<file path="src/inc/lpw_pkg.sv">
// Package for the low-power mode and wake controller
package lpw_pkg;
  // Register byte addresses (4 * register index)
  localparam logic [7:0] LPW_ADDR_PWR_CTRL = 8'h00;
  localparam logic [7:0] LPW_ADDR_PIN_WAKE = 8'h04;
  localparam logic [7:0] LPW_ADDR_PERIPH_WAKE = 8'h08;
  localparam logic [7:0] LPW_ADDR_BROWNOUT = 8'h0C;
  localparam logic [7:0] LPW_ADDR_SLEEP_CFG = 8'h10;
  localparam logic [7:0] LPW_ADDR_WAKE_PIN_EN = 8'h14;
  localparam logic [7:0] LPW_ADDR_LOCK = 8'h18;
  localparam logic [7:0] LPW_ADDR_STATUS = 8'h1C;
  localparam logic [7:0] LPW_ADDR_IRQ_STAT = 8'h20;
  localparam logic [7:0] LPW_ADDR_IRQ_MASK = 8'h24;
  localparam logic [7:0] LPW_ADDR_RET0 = 8'h40;
  localparam int LPW_NUM_RET = 5;
  localparam int LPW_NUM_WPIN = 8;
  localparam int LPW_NUM_PIN_IRQ = 8;
  localparam int LPW_NUM_PERIPH = 8;
  // Peripheral wake bit positions
  localparam int LPW_PW_BROWNOUT = 0;
  localparam int LPW_PW_WATCHDOG = 1;
  localparam int LPW_PW_WAKE_TIMER = 2;
  localparam int LPW_PW_SERIAL = 3;
  localparam int LPW_PW_TOUCH = 4;
  // Brownout control bits
  localparam int LPW_BO_RST_EN = 0;
  localparam int LPW_BO_IRQ_EN = 1;
  // Sleep power config bits
  localparam int LPW_SC_BROWNOUT_ON = 0;
  localparam int LPW_SC_LPOSC_ON = 1;
  // Reset values
  localparam logic [31:0] LPW_RST_ZERO = 32'h0000_0000;
  localparam logic [2:0] LPW_MODE_RST = 3'h0;
  // Low-power mode selection
  typedef enum logic [2:0] {
    LPW_M_SLEEP = 3'b000,
    LPW_M_DEEP_SLEEP = 3'b001,
    LPW_M_POWER_DOWN = 3'b010,
    LPW_M_DEEP_PD = 3'b011
  } lpw_mode_t;
  // Controller states
  typedef enum logic [2:0] {
    LPW_S_RUN = 3'b000,
    LPW_S_SLEEP = 3'b001,
    LPW_S_DEEP_SLEEP = 3'b010,
    LPW_S_POWER_DOWN = 3'b011,
    LPW_S_DEEP_PD = 3'b100
  } lpw_state_t;
  // Power domain enables
  typedef struct packed {
    logic core_clk_en;
    logic osc_on;
    logic osc_out_en;
    logic flash_on;
    logic flash_standby;
    logic periph_on;
    logic analog_on;
    logic brownout_on;
    logic lposc_on;
    logic logic_unit_on;
    logic main_domain_on;
  } lpw_power_t;
  // Wake-source inputs
  typedef struct packed {
    logic [LPW_NUM_PIN_IRQ-1:0] pin_irq;
    logic [LPW_NUM_PERIPH-1:0] periph_irq;
    logic brownout_rst;
    logic watchdog_rst;
    logic watchdog_running;
    logic watchdog_rst_en;
  } lpw_wake_t;
  // Interrupt status bits
  localparam int LPW_IRQ_WAKE = 0;
  localparam int LPW_IRQ_LOCK_REFUSE = 1;
  localparam int LPW_IRQ_DPD_WAKE = 2;
  localparam int LPW_IRQ_W = 3;
endpackage

</file>
<file path="src/hdl/lpw_ctrl.sv">
// Low-power mode and wake controller top
// Operation
// - Deep power-down: all off, eight pins wake
// - Five retention registers survive deep power-down
// - Lock bit refuses deep power-down entry
// - Per-mode oscillator, flash, peripheral power states
// - Wake buffers wake only from deep power-down
// - Sleep wakes on any enabled interrupt
// - Pin irq needs controller and pin enable
// - Brownout irq needs all enables, detector powered
// - Brownout reset needs enable, detector powered
// - Watchdog reset needs running, enable, oscillator
// - Wake pin needs its enable bit
// - Power-up runs from free running oscillator
// - Sleep stops core clock, peripherals run
//
// Design decisions made here: the register addresses and the plain strobed port.
`timescale 1ns/1ps
module lpw_ctrl
  import lpw_pkg::*;
(
  // Clock and reset
  input wire logic clock_i,
  input wire logic rst_b_i,
  // Register port
  input wire logic [7:0] addr_i,
  input wire logic [31:0] wdata_i,
  input wire logic wr_i,
  input wire logic rd_i,
  output logic [31:0] rdata_o,
  // Core
  input wire logic wfi_i,
  input wire logic [LPW_NUM_PIN_IRQ+LPW_NUM_PERIPH-1:0] nested_interrupt_controller_enable_i,
  input wire logic any_irq_i,
  // Wake sources
  input wire lpw_wake_t wake_i,
  input wire logic [LPW_NUM_WPIN-1:0] wake_pin_b_i,
  // Outputs
  output lpw_power_t power_o,
  output logic wake_reset_o,
  output logic clk_sel_osc_o,
  output logic irq_o
);
  typedef struct packed {
    lpw_state_t state;
    logic [2:0] mode;
    logic [LPW_NUM_PIN_IRQ-1:0] pin_wake;
    logic [LPW_NUM_PERIPH-1:0] periph_wake;
    logic [1:0] brownout;
    logic [1:0] sleep_cfg;
    logic [LPW_NUM_WPIN-1:0] wpin_en;
    logic lock;
    logic [LPW_IRQ_W-1:0] irq_stat;
    logic [LPW_IRQ_W-1:0] irq_mask;
    logic wake_reset;
    logic [31:0] rdata;
    logic rd_ret;
  } lpw_regs_t;

  lpw_regs_t q_r, q_nxt;
  logic [31:0] ret_rdata;
  logic ret_wr;

  function automatic logic in_low_dpd_less(lpw_state_t s);
    return (s == LPW_S_DEEP_SLEEP) || (s == LPW_S_POWER_DOWN);
  endfunction

  // Retention window decode; stray addresses above it must not alias into the bank
  function automatic logic ret_hit(logic [7:0] a);
    return (a >= LPW_ADDR_RET0) && (a < LPW_ADDR_RET0 + 8'(4 * LPW_NUM_RET)) && (a[1:0] == 2'b00);
  endfunction

  assign ret_wr = wr_i && ret_hit(addr_i) && (q_r.state == LPW_S_RUN);

  lpw_ret_mem #(
    .DEPTH(LPW_NUM_RET),
    .WIDTH(32)
  ) u_ret (
    .clock_i(clock_i),
    .rst_b_i(rst_b_i),
    .wr_i(ret_wr),
    .addr_i(3'((addr_i - LPW_ADDR_RET0) >> 2)),
    .wdata_i(wdata_i),
    .rdata_o(ret_rdata)
  );

  logic pin_wake_hit, periph_wake_hit, bo_irq_wake, bo_rst_wake, wd_rst_wake, dpd_pin_wake;

  always_comb begin
    pin_wake_hit = |(wake_i.pin_irq & q_r.pin_wake & nested_interrupt_controller_enable_i[LPW_NUM_PIN_IRQ-1:0]);
    bo_irq_wake = wake_i.periph_irq[LPW_PW_BROWNOUT] && q_r.periph_wake[LPW_PW_BROWNOUT]
      && nested_interrupt_controller_enable_i[LPW_NUM_PIN_IRQ+LPW_PW_BROWNOUT] && q_r.brownout[LPW_BO_IRQ_EN]
      && q_r.sleep_cfg[LPW_SC_BROWNOUT_ON];
    // Other peripheral irqs, armed by software beforehand
    periph_wake_hit = |(wake_i.periph_irq & q_r.periph_wake
      & nested_interrupt_controller_enable_i[LPW_NUM_PIN_IRQ+LPW_NUM_PERIPH-1:LPW_NUM_PIN_IRQ]
      & ~(LPW_NUM_PERIPH'(1) << LPW_PW_BROWNOUT));
    bo_rst_wake = wake_i.brownout_rst && q_r.brownout[LPW_BO_RST_EN] && q_r.sleep_cfg[LPW_SC_BROWNOUT_ON];
    wd_rst_wake = wake_i.watchdog_rst && wake_i.watchdog_running && wake_i.watchdog_rst_en
      && q_r.sleep_cfg[LPW_SC_LPOSC_ON];
    dpd_pin_wake = |(~wake_pin_b_i & q_r.wpin_en);
  end

  always_comb begin
    q_nxt = q_r;
    q_nxt.wake_reset = 1'b0;
    q_nxt.rd_ret = rd_i && ret_hit(addr_i);
    q_nxt.rdata = LPW_RST_ZERO;
    // Register writes only while running
    if (wr_i && (q_r.state == LPW_S_RUN)) begin
      case (addr_i)
        LPW_ADDR_PWR_CTRL: q_nxt.mode = wdata_i[2:0];
        LPW_ADDR_PIN_WAKE: q_nxt.pin_wake = wdata_i[LPW_NUM_PIN_IRQ-1:0];
        LPW_ADDR_PERIPH_WAKE: q_nxt.periph_wake = wdata_i[LPW_NUM_PERIPH-1:0];
        LPW_ADDR_BROWNOUT: q_nxt.brownout = wdata_i[1:0];
        LPW_ADDR_SLEEP_CFG: q_nxt.sleep_cfg = wdata_i[1:0];
        LPW_ADDR_WAKE_PIN_EN: q_nxt.wpin_en = wdata_i[LPW_NUM_WPIN-1:0];
        LPW_ADDR_LOCK: q_nxt.lock = q_r.lock | wdata_i[0];
        LPW_ADDR_IRQ_MASK: q_nxt.irq_mask = wdata_i[LPW_IRQ_W-1:0];
        default: ;
      endcase
    end
    if (rd_i) begin
      case (addr_i)
        LPW_ADDR_PWR_CTRL: q_nxt.rdata = {29'h0, q_r.mode};
        LPW_ADDR_PIN_WAKE: q_nxt.rdata = 32'(q_r.pin_wake);
        LPW_ADDR_PERIPH_WAKE: q_nxt.rdata = 32'(q_r.periph_wake);
        LPW_ADDR_BROWNOUT: q_nxt.rdata = {30'h0, q_r.brownout};
        LPW_ADDR_SLEEP_CFG: q_nxt.rdata = {30'h0, q_r.sleep_cfg};
        LPW_ADDR_WAKE_PIN_EN: q_nxt.rdata = 32'(q_r.wpin_en);
        LPW_ADDR_LOCK: q_nxt.rdata = {31'h0, q_r.lock};
        LPW_ADDR_STATUS: q_nxt.rdata = {29'h0, q_r.state};
        LPW_ADDR_IRQ_STAT: q_nxt.rdata = 32'(q_r.irq_stat);
        LPW_ADDR_IRQ_MASK: q_nxt.rdata = 32'(q_r.irq_mask);
        default: ;
      endcase
      // Read clears status; a same-cycle set below still wins
      if (addr_i == LPW_ADDR_IRQ_STAT) begin
        q_nxt.irq_stat = '0;
      end
    end
    case (q_r.state)
      LPW_S_RUN: begin
        if (wfi_i) begin
          case (lpw_mode_t'(q_r.mode))
            LPW_M_SLEEP: q_nxt.state = LPW_S_SLEEP;
            LPW_M_DEEP_SLEEP: q_nxt.state = LPW_S_DEEP_SLEEP;
            LPW_M_POWER_DOWN: q_nxt.state = LPW_S_POWER_DOWN;
            LPW_M_DEEP_PD: begin
              if (q_r.lock) begin
                q_nxt.irq_stat[LPW_IRQ_LOCK_REFUSE] = 1'b1;
              end else begin
                q_nxt.state = LPW_S_DEEP_PD;
              end
            end
            default: q_nxt.state = LPW_S_SLEEP;
          endcase
        end
      end
      LPW_S_SLEEP: begin
        if (any_irq_i) begin
          q_nxt.state = LPW_S_RUN;
          q_nxt.irq_stat[LPW_IRQ_WAKE] = 1'b1;
        end
      end
      LPW_S_DEEP_SLEEP, LPW_S_POWER_DOWN: begin
        if (bo_rst_wake || wd_rst_wake) begin
          q_nxt.state = LPW_S_RUN;
          q_nxt.wake_reset = 1'b1;
        end else if (pin_wake_hit || bo_irq_wake || periph_wake_hit) begin
          q_nxt.state = LPW_S_RUN;
          q_nxt.irq_stat[LPW_IRQ_WAKE] = 1'b1;
        end
      end
      LPW_S_DEEP_PD: begin
        if (dpd_pin_wake) begin
          q_nxt.state = LPW_S_RUN;
          q_nxt.wake_reset = 1'b1;
          q_nxt.irq_stat[LPW_IRQ_DPD_WAKE] = 1'b1;
        end
      end
      default: q_nxt.state = LPW_S_RUN;
    endcase
  end

  always_ff @(posedge clock_i or negedge rst_b_i) begin
    if (!rst_b_i) begin
      q_r.state <= LPW_S_RUN;
      q_r.mode <= LPW_MODE_RST;
      q_r.pin_wake <= '0;
      q_r.periph_wake <= '0;
      q_r.brownout <= '0;
      q_r.sleep_cfg <= '0;
      q_r.wpin_en <= '0;
      q_r.lock <= 1'b0;
      q_r.irq_stat <= '0;
      q_r.irq_mask <= '0;
      q_r.wake_reset <= 1'b0;
      q_r.rdata <= LPW_RST_ZERO;
      q_r.rd_ret <= 1'b0;
    end else begin
      q_r <= q_nxt;
    end
  end

  // per-mode power table; detector and slow oscillator set below for deep sleep and power-down
  function automatic lpw_power_t power_for(lpw_state_t s, logic [1:0] cfg);
    lpw_power_t p;
    p = '1;
    case (s)
      LPW_S_RUN: begin
        p.core_clk_en = 1'b1;
        p.osc_on = 1'b1;
        p.osc_out_en = 1'b1;
        p.flash_on = 1'b1;
        p.flash_standby = 1'b1;
        p.periph_on = 1'b1;
        p.analog_on = 1'b1;
        p.brownout_on = 1'b1;
        p.lposc_on = 1'b1;
        p.logic_unit_on = 1'b1;
        p.main_domain_on = 1'b1;
      end
      LPW_S_SLEEP: begin
        // core clock stopped, peripherals keep running
        p.core_clk_en = 1'b0;
        p.osc_on = 1'b1;
        p.osc_out_en = 1'b1;
        p.flash_on = 1'b1;
        p.flash_standby = 1'b1;
        p.periph_on = 1'b1;
        p.analog_on = 1'b1;
        p.brownout_on = 1'b1;
        p.lposc_on = 1'b1;
        p.logic_unit_on = 1'b0;
        p.main_domain_on = 1'b1;
      end
      LPW_S_DEEP_SLEEP: begin
        // Oscillator kept alive for a short wake, its output gated
        p.core_clk_en = 1'b0;
        p.osc_on = 1'b1;
        p.osc_out_en = 1'b0;
        p.flash_on = 1'b0;
        p.flash_standby = 1'b1;
        p.periph_on = 1'b0;
        p.analog_on = 1'b0;
        p.logic_unit_on = 1'b0;
        p.main_domain_on = 1'b1;
      end
      LPW_S_POWER_DOWN: begin
        p.core_clk_en = 1'b0;
        p.osc_on = 1'b0;
        p.osc_out_en = 1'b0;
        p.flash_on = 1'b0;
        p.flash_standby = 1'b0;
        p.periph_on = 1'b0;
        p.analog_on = 1'b0;
        p.logic_unit_on = 1'b0;
        p.main_domain_on = 1'b1;
      end
      LPW_S_DEEP_PD: begin
        // only the wake pin logic keeps power
        p.core_clk_en = 1'b0;
        p.osc_on = 1'b0;
        p.osc_out_en = 1'b0;
        p.flash_on = 1'b0;
        p.flash_standby = 1'b0;
        p.periph_on = 1'b0;
        p.analog_on = 1'b0;
        p.brownout_on = 1'b0;
        p.lposc_on = 1'b0;
        p.logic_unit_on = 1'b0;
        p.main_domain_on = 1'b0;
      end
      default: p = '1;
    endcase
    // Detector and slow oscillator follow the sleep configuration
    if (in_low_dpd_less(s)) begin
      p.brownout_on = cfg[LPW_SC_BROWNOUT_ON];
      p.lposc_on = cfg[LPW_SC_LPOSC_ON];
    end
    return p;
  endfunction

  assign power_o = power_for(q_r.state, q_r.sleep_cfg);

  assign clk_sel_osc_o = 1'b1;
  assign wake_reset_o = q_r.wake_reset;
  assign irq_o = |(q_r.irq_stat & q_r.irq_mask);
  assign rdata_o = q_r.rd_ret ? ret_rdata : q_r.rdata;
endmodule // lpw_ctrl

</file>
<file path="src/hdl/lpw_ret_mem.sv">
// Retention register bank, kept alive across deep power-down
`timescale 1ns/1ps
module lpw_ret_mem
  import lpw_pkg::*;
#(
  parameter int DEPTH = LPW_NUM_RET,
  parameter int WIDTH = 32
) (
  // Clock and reset
  input wire logic clock_i,
  input wire logic rst_b_i,
  // Access
  input wire logic wr_i,
  input wire logic [2:0] addr_i,
  input wire logic [WIDTH-1:0] wdata_i,
  output logic [WIDTH-1:0] rdata_o
);
  logic [WIDTH-1:0] mem_r [DEPTH];

  always_ff @(posedge clock_i or negedge rst_b_i) begin
    if (!rst_b_i) begin
      for (int i = 0; i < DEPTH; i++) begin
        mem_r[i] <= LPW_RST_ZERO[WIDTH-1:0];
      end
      rdata_o <= LPW_RST_ZERO[WIDTH-1:0];
    end else begin
      if (wr_i && (32'(addr_i) < DEPTH)) begin
        mem_r[addr_i] <= wdata_i;
      end
      rdata_o <= (32'(addr_i) < DEPTH) ? mem_r[addr_i] : LPW_RST_ZERO[WIDTH-1:0];
    end
  end
endmodule // lpw_ret_mem

</file>
<file path="config.mk">
export PLATFORM = sky130hd
export DESIGN_NAME = lpw_ctrl
export DESIGN_NICKNAME = d
export VERILOG_FILES = /design/src/inc/lpw_pkg.sv /design/src/hdl/lpw_ctrl.sv /design/src/hdl/lpw_ret_mem.sv
export SDC_FILE = /design/constraint.sdc
export NUM_CORES = 1
export LEC_CHECK = 0
export BUFFER_PORTS_ARGS = -buffer_cell sky130_fd_sc_hd__buf_2
export CAP_MARGIN = 20
export CORE_ASPECT_RATIO = 1.25
export CORE_MARGIN = 3
export CORE_UTILIZATION = 45
export DETAILED_ROUTE_END_ITERATION = 6
export PLACE_DENSITY = 0.7
export SLEW_MARGIN = 10
export SYNTH_ARGS = -nofsm -noshare
export SYNTH_HDL_FRONTEND = slang
export SYNTH_SLANG_ARGS = --single-unit
export TNS_END_PERCENT = 5
</file>
<file path="constraint.sdc">
create_clock -name clock_i -period 2.8 [get_ports clock_i]
set_clock_uncertainty 0.15 [all_clocks]
set_input_delay 0 -clock clock_i [delete_from_list [all_inputs] [get_ports clock_i]]
set_output_delay 0 -clock clock_i [all_outputs]
set_load 0.01 [all_outputs]
</file>
# ---- Word-level counts from Yosys, hierarchy flattened
# Index checks and enable logic that the tools add are counted.
dict set report totals {
  out_inout_bits 46
  ff_bits 267
  word_cells 132
  inputBits 90
}
dict set report classes {
  order_cmp 5
  mux 37
  n_reduce_logical 40
  addsub 1
  n_eq_ne 21
  bitwise 9
}
# op n
set ops {}
lappend ops {{160-bit bitwise mux} 1}
lappend ops {{32-bit 2-to-1 mux} 5}
lappend ops {{32-bit binary-select mux with 3-bit select} 1}
lappend ops {{32-bit demux with 3-bit select} 1}
lappend ops {{8-bit one-hot mux with 10 select lines} 1}
lappend ops {{8-bit AND} 5}
lappend ops {{8-bit by 5-bit equality test with 1-bit output (second input constant)} 4}
lappend ops {{3-bit 2-to-1 mux} 8}
lappend ops {{7-bit one-hot mux with 3 select lines} 1}
lappend ops {{1-bit logical AND} 17}
lappend ops {{8-bit by 4-bit equality test with 1-bit output (second input constant)} 2}
lappend ops {{8-bit by 6-bit equality test with 1-bit output (second input constant)} 2}
lappend ops {{2-bit AND reduction} 8}
lappend ops {{8-bit OR reduction} 2}
lappend ops {{3-bit by 2-bit equality test with 1-bit output (second input constant)} 4}
lappend ops {{3-bit one-hot mux with 4 select lines} 1}
lappend ops {{1-bit 2-to-1 mux} 11}
lappend ops {{3-bit one-hot mux with 3 select lines} 1}
lappend ops {{8-bit by 3-bit equality test with 1-bit output (second input constant)} 1}
lappend ops {{8-bit by 7-bit greater-or-equal comparator with 1-bit output (second input constant)} 1}
lappend ops {{8-bit logical NOT} 1}
lappend ops {{8-bit by 7-bit < comparator with 1-bit output (second input constant)} 1}
lappend ops {{8-bit 2-to-1 mux} 1}
lappend ops {{8-bit NOT} 1}
lappend ops {{21 further kinds} 32}

# ---- Logic depth before layout (Yosys ltp)
# Gate-level depths: netlist of the first run.
dict set report logic_depth {
  depth_word 9
  ltp_mapped 8
  mapped_depth_nobuf 5
}

# ---- Hierarchy
# From an unflattened synthesis of the first run, not the netlist that was laid out.
dict set report hier_totals {
  hier_cells 818
  hier_area_um2 10989.3
}
# module area_per_inst_um2 seq_area_each_um2 instances cells_per_inst
set by_module_without_submodules {}
lappend by_module_without_submodules {lpw_ret_mem 7996.4 4804.6 1 531}
lappend by_module_without_submodules {lpw_ctrl 2992.9 1276.2 1 287}

# ---- Worst setup path before layout of the first run
# Ideal clock, no wire load.
dict set report synth_path {
  path_type {register -> register}
  start {register q_r[72] (netlist bit)}
  end {register u_ret.mem_r[128] (netlist bit)}
  n_path_buf 3
  t_required_ns 2.523
  setup_slack_ns 0.383
  setup_time_ns 0.127
  synth_period_minus_slack_ns 2.417
  arrival_time_ns 2.139
  path_stages_with_launch 8
  path_cell_list {dfrtp_1 > buf_2 > nor4b_4 > nand4_1 > or4_1 > buf_2 > buf_6 > mux2_1}
}
dict set report synth_between {
  elab_chain_len 3
}
# element line
set synth_rtl {}
lappend synth_rtl {{start: declaration} lpw_ctrl.sv:60} ;# lpw_regs_t q_r, q_nxt;
lappend synth_rtl {{start signal: assignment} lpw_ctrl.sv:202} ;# q_r <= q_nxt;
lappend synth_rtl {{3-bit logical NOT} lpw_ctrl.sv:73} ;# assign ret_wr = wr_i && ret_hit(addr_i) && (q_r.state == LPW_S_RUN);
lappend synth_rtl {{1-bit logical AND} lpw_ctrl.sv:73}
lappend synth_rtl {{1-bit logical AND} lpw_ret_mem.sv:27} ;# if (wr_i && (32'(addr_i) < DEPTH)) begin
lappend synth_rtl {{end signal: indexed assignment} lpw_ret_mem.sv:23} ;# mem_r[i] <= LPW_RST_ZERO[WIDTH-1:0];
lappend synth_rtl {{end signal: indexed assignment} lpw_ret_mem.sv:28} ;# mem_r[addr_i] <= wdata_i;
lappend synth_rtl {{end: declaration} lpw_ret_mem.sv:18} ;# logic [WIDTH-1:0] mem_r [DEPTH];
# No other way between the ends.
# A chain may end at the register's enable or synchronous reset.

==> flow_summary.ini, run 1 <==
[sta]
slew_headroom = 0.580
grt_setup_unrepaired = no
fin_setup_tns_ns = 0
hold_viol = 0
hold_slack_ns = 0.0120
finalSetupViolCount = 0
tightest_slew_ns = 0.629
fmax_ghz = 0.366
finalCritPeriodShare = 0.975
fin_crit_ns = 2.73
slew_viol_final = 0

[clock_network]
post_cts_buffers = 0
clkTransAtPathRegs_ns = 0.06
cts_tree = yes
clkLatencyLatePin_ns = 0.51
cts_root_buf = clkbuf_16
cts.sinks = 243
ctsResizeCount = 0
numCtsBuffers = 25
clockBufferDepth = 3
htree_num_levels = 1

[floorplan]
die_y_um = 180
core_area_mm2 = 0.0233
dieArea_mm2 = 0.0261
start_util = 0.466
die_w_um = 145
floorplan.io_pins = 136
num_rows = 62

[grt]
grt_pass1_wl_um = 41300
gr-total-overflow = 0
antenna_found_initial = 0
grt_pass1_vias = 7823
grt_max_degree = 74
grt_usage = 0.193

[placement]
numPortBuffers = 134
dp_hpwl_um = 16700
gp_routability_congestion = 0.815

[final_layout]
drive_gt1_frac = 0.405
diodes = 0
area_delta_synth_final_pct = 23.4
n_fill_cell = 1950
num-nets-final = 1097

[logic_synthesis]
avgSynthCellArea_um2 = 13.4
syn_nets = 902
netlist_area_mm2 = 0.0109
synth_top_area_frac = 0.559
synth_enable_flop_cells = 0
ys_seq_area_frac = 0.559
synth-warning-count = 0
yosys-top-cells-area = dfrtp_1, mux2_2, mux4_2
async_flop_share = 1.00
ys.flop_type = dfrtp_1
ys_types = 44
synth-seq-cells = 243
synth_cells = 812
synth_top_area_cell = dfrtp_1
yosysMostFrequentCell = dfrtp_1
yosys-top-cells-count = dfrtp_1, mux2_2, nand2_1, inv_1, o21ai_0

[pwr]
power_frac_comb = 0.112
power_frac_seq = 0.473
peakVddDrop_mv = 0.405
p_clk_frac = 0.416
p_sw_frac = 0.234
power_density_mw_per_mm2 = 594
internal_power_mw = 6.10
p_leak_nw = 6.63
p_switching_mw = 1.87

[critical_path]
slowest_delay_ns = 0.61
crit_top_cell = dlygate4sd3_1
critPathCaptureType = register
crit_type = reg -> reg
arrival_ns = 2.98
cp_cell_sequence = inv_1, o22ai_1, dlygate4sd3_1, or4_1, nand2_1, o21ai_0, dlygate4sd3_1
cp_max_fo = 3
cp.required_ns = 3.04
start_kind = register
worst_path_max_delay_cell = or4_1

[route]
ant_nets = 0
wl_per_cell_um = 18.9
wl_um = 25400
drc = 0
dr_total_vias = 7265
drt_iter0_markers = 368
vias_per_cell = 5.41
drt-pass1-iter-count = 5

[outcome]
status = completed

[flow_run]
max-cap-violations = 0

[hold_path]
hold_path_class = in -> reg
[sequential cells by signal, summed over array words and instances, names as in the netlist]
register	cells
q_r	50
u_ret.mem_r	160
u_ret.rdata_o	32
wake_reset_o	1
[cells by family after synthesis]
family | after synthesis | synth area share
AOI/OAI and AO/OA | 73 | 0.0419
xor gates and xnor gates | 1 | 0.000806
buffers and inverters | 98 | 0.0387
DFF | 243 | 0.559
muxes | 242 | 0.285
other | 1 | 0.000345
and+or+nand+nor | 154 | 0.0743
[power groups by stage]
stage / clock network (mW) / logic, mW / registers (mW)
global route: 3.54 / 0.978 / 3.79
CTS: 3.37 / 0.903 / 3.77
finish: 3.31 / 0.890 / 3.77
detailed placement: 0 / 0.816 / 3.83
floorplan: 0 / 0.503 / 3.79
global placement: 0 / 0.799 / 3.82
[worst paths after layout]
path                            cells past startpoint           endpoint  slack, ns       startpoint
worst max-delay path                                7       wake_reset_o       0.07          q_r[43]
max in group asynchronous                           4  u_ret.rdata_o[13]       1.62          rst_b_i
worst max register to register                      7       wake_reset_o       0.07          q_r[43]
worst min register to register                      2  u_ret.rdata_o[24]       0.33  u_ret.mem_r[24]
worst min-delay path                                4            q_r[40]       0.01             wr_i
min in group asynchronous                           4            q_r[51]       0.50          rst_b_i
[stage by stage]
stage / worst slack (ns) / instances / utilization / area [um2] / power (mW)
floorplan: 0.383 / 812 / - / 10900 / 4.29
global placement: 0.365 / 1238 / 0.512 / 12000 / 4.62
detailed placement: 0.322 / 1238 / 0.512 / 12000 / 4.65
CTS: 0.0965 / 1342 / 0.574 / 13400 / 8.04
global route: 0.0257 / 1342 / 0.574 / 13400 / 8.31
finish: 0.0687 / 1342 / 0.574 / 13400 / 7.97
[area by class of cell]
| type | instances | area, um2 | area share |
|---|---|---|---|
| Multi-Input combinational cell | 471 | 4390 | 0.327 |
| Sequential cell | 243 | 6080 | 0.453 |
| Clock buffer | 35 | 733 | 0.0547 |
| Inverter | 44 | 165 | 0.0123 |
| Timing Repair Buffer | 222 | 1550 | 0.116 |
| Tap cell | 320 | 400 | 0.0298 |
| Clock inverter | 7 | 88.8 | 0.00662 |
[what timing repair did]
| action | in CTS | in global routing |
|---|---|---|
| endpoints found under the hold margin | 468 | 0 |
| hold buffers | 62 | 0 |
| setup endpoints to repair | 0 | 0 |
[placed cells by master (no fill, tap or decap), types with 3 or more instances in the layout]
master / n
a22o_1: 7
a22oi_1: 7
a31oi_1: 7
and2_1: 28
and3_1: 5
buf_12: 3
buf_2: 132
buf_4: 24
clkbuf_1: 3
clkbuf_16: 25
clkbuf_8: 7
clkinv_2: 4
dfrtp_1: 243
dlygate4sd3_1: 61
inv_1: 44
mux2_1: 33
mux2_2: 175
mux4_2: 33
nand2_1: 48
nand3_1: 19
nand4_1: 8
nor2_1: 17
nor2b_1: 5
nor3_1: 4
nor3b_1: 3
o21ai_0: 38
o22ai_1: 5
[critical path, delay by kind of cell (launching register included)]
kind                   cells  cell delay (ns)
and+or+nand+nor            2             0.74
DFF                        1             0.40
AOI/OAI and AO/OA          2             0.16
buffers and inverters      3             1.17
[routing by layer]
metal | wire length, um | GRT usage | up-vias
met2 | 13200 | 0.345 | 179
li1 | - | - | 3280
met4 | 595 | 0.0548 | 0
met3 | 965 | 0.0252 | 33
met5 | 0 | 0 | -
met1 | 10700 | 0.247 | 3773
Note: power is estimated with default switching activity, not from simulation.
==> inputs of run 2 (changes only) <==
--- a/config.mk
+++ b/config.mk
@@ -5,13 +5,14 @@
 export SDC_FILE = /design/constraint.sdc
 export NUM_CORES = 1
 export LEC_CHECK = 0
+export ABC_AREA = 1
 export BUFFER_PORTS_ARGS = -buffer_cell sky130_fd_sc_hd__buf_2
 export CAP_MARGIN = 20
 export CORE_ASPECT_RATIO = 1.25
 export CORE_MARGIN = 3
 export CORE_UTILIZATION = 45
 export DETAILED_ROUTE_END_ITERATION = 6
-export PLACE_DENSITY = 0.7
+export PLACE_DENSITY = 0.71
 export SLEW_MARGIN = 10
 export SYNTH_ARGS = -nofsm -noshare
 export SYNTH_HDL_FRONTEND = slang
==> run 2 against run 1 <==
Die area decreased by 0.87%. Synthesized cell count increased by 61%. Wire length increased by 7.0%. Combinational power decreased by 21%. Total power increased by 1.0%. Cell area decreased by 0.61%. Global-route usage increased by 1.5 points. Critical endpoint is now q_r[38]. Highest routed layer unchanged.
==> flow_summary.ini, run 2 <==
[floorplan]
num_rows = 62
die_y_um = 179
core_area_mm2 = 0.0233
die_w_um = 144
floorplan.io_pins = 136
start_util = 0.463
dieArea_mm2 = 0.0258

[clock_network]
numCtsBuffers = 24
cts.sinks = 243
clkLatencyLatePin_ns = 0.51
clkTransAtPathRegs_ns = 0.06
htree_num_levels = 1
clockBufferDepth = 3
cts_tree = yes
cts_root_buf = clkbuf_16

[logic_synthesis]
ys_types = 29
synth-seq-cells = 243
synth-warning-count = 0
synth_cells = 1305
synth_top_area_cell = dfrtp_1
ys_seq_area_frac = 0.564
ys.flop_type = dfrtp_1
yosys-top-cells-count = nand2_1, dfrtp_1, o21ai_1, inv_1, o21ai_0
async_flop_share = 1.00
synth_top_area_frac = 0.564
synth_enable_flop_cells = 0
syn_nets = 1395
avgSynthCellArea_um2 = 8.26
yosys-top-cells-area = dfrtp_1, nand2_1, o21ai_1
netlist_area_mm2 = 0.0108
yosysMostFrequentCell = nand2_1

[pwr]
p_total_mw = 8.05
p_leak_nw = 6.76
peakVddDrop_mv = 0.379
power_density_mw_per_mm2 = 604

[sta]
tightest_slew_ns = 0.725
slew_headroom = 0.516
grt_setup_unrepaired = no
fin_setup_tns_ns = 0
finalCritPeriodShare = 0.953
finalSetupViolCount = 0
hold_viol = 0
slew_viol_final = 0
fmax_ghz = 0.375
fin_crit_ns = 2.67

[placement]
numPortBuffers = 134
dp_hpwl_um = 16900
gp_routability_congestion = 0.845

[critical_path]
rr_endpoint = q_r[72]
cp-endpoint = q_r[38]
ff2ff_path_depth = 10
r2r_start = q_r[46]
cp_cell_sequence = dlygate4sd3_1, buf_2, nor2_2, dlygate4sd3_1, nand2_1, nor2_1, nand2_1, a22o_1, dlygate4sd3_1
worst_path_max_delay_cell = dlygate4sd3_1
critPathCaptureType = register
worstSetupStartpoint = addr_i[1]
arrival_ns = 2.90
rrSetupSlack_ns = 0.23
slowest_delay_ns = 0.66
start_kind = input pin
cp_max_fo = 5
cp.required_ns = 3.04
crit_top_cell = dlygate4sd3_1
crit_type = in -> reg

[final_layout]
area_delta_synth_final_pct = 23.7
final_common_cell = nand2_1
reg_top3 = u_ret.mem_r (160), q_r (50), u_ret.rdata_o (32)
top_register = u_ret.mem_r
diodes = 0
drive_gt1_frac = 0.148
final_cell_mix = nand2_1, dfrtp_1, o21ai_1, buf_2, inv_1
num-nets-final = 1579
largest_reg_flops = 160

[flow_run]
max-cap-violations = 0

[hold_path]
hold_depth = 4
hold_path_class = in -> reg

[route]
drt-pass1-iter-count = 5
dr_total_vias = 9150
wl_um = 27200
drc = 0
vias_per_cell = 5.10
drt_iter0_markers = 616
ant_nets = 0
wl_per_cell_um = 15.1

[grt]
grt_pass1_wl_um = 43700
grt_max_degree = 66
grt_pass1_vias = 8982
gr-total-overflow = 0
antenna_found_initial = 0
grt_usage = 0.208

[outcome]
status = completed
-- run 2: worst max-delay path, delay by kind of cell --
family          cells  cell delay [ns]
simple gates        4             0.79
compound gates      1             0.22
buf+inv             4             1.89
-- run 2: layer usage --
metal / routed length, um / up-vias / GRT usage
met1: 11300 / 4348 / 0.262
li1: - / 4515 / -
met2: 13800 / 245 / 0.371
met5: 0 / - / 0
met4: 674 / 0 / 0.0638
met3: 1480 / 42 / 0.0267
-- run 2: final cells by class --
cell class                 instances  area (um2)
clock buffer                      33         706
timing repair buffer             219        1580
multi-input combinational        871        3910
fill                            2064        9940
sequential                       243        6080
clock inverter                    10         203
inverter                         130         493
tap                              288         360
-- run 2: worst min path at each step --
stage                startpoint              end  slack [ns]
finish              wdata_i[18]  u_ret.mem_r[18]        0.09
global placement        rst_b_i          q_r[39]       -0.15
detailed placement      rst_b_i          q_r[39]       -0.14
floorplan               rst_b_i           q_r[0]       -0.45
CTS                   addr_i[7]           q_r[2]        0.05
global route        wdata_i[18]  u_ret.mem_r[18]        0.10
-- run 2: kinds of logic after synthesis --
| logic type | share of synthesized area |
|---|---|
| AO/OA/AOI/OAI | 0.119 |
| buffers and inverters | 0.0732 |
| flip-flops | 0.564 |
| multiplexers | 0.00836 |
| other | 0.000348 |
| AND/OR/NAND/NOR | 0.235 |
-- run 2: where the power goes --
part / total, mW / switching, mW / internal [mW]
registers: 3.72 / 0.0716 / 3.64
clock network: 3.64 / 1.33 / 2.31
logic: 0.699 / 0.436 / 0.263
total: 8.05 / 1.84 / 6.22
-- run 2: through the flow --
step	hold slack (ns)	cells	cell area (um2)	util	setup slack [ns]
final	0.0898	1794	13300	0.573	0.133
after global routing	0.105	1794	13300	0.573	0.00711
after CTS	0.0522	1793	13300	0.572	0.0911
after detailed placement	-0.144	1678	11700	0.502	0.609
after global placement	-0.151	1678	11700	0.502	0.717
after floorplan	-0.446	1305	10800	-	1.12
-- run 2: what timing repair did --
| item | 4_1_cts | 5_1_grt |
|---|---|---|
| buffers inserted | 0 | 1 |
| hold buffers | 72 | 1 |
| resized for setup | 0 | 2 |
| setup endpoints to repair | 0 | 3 |
| hold endpoints to repair | 470 | 1 |
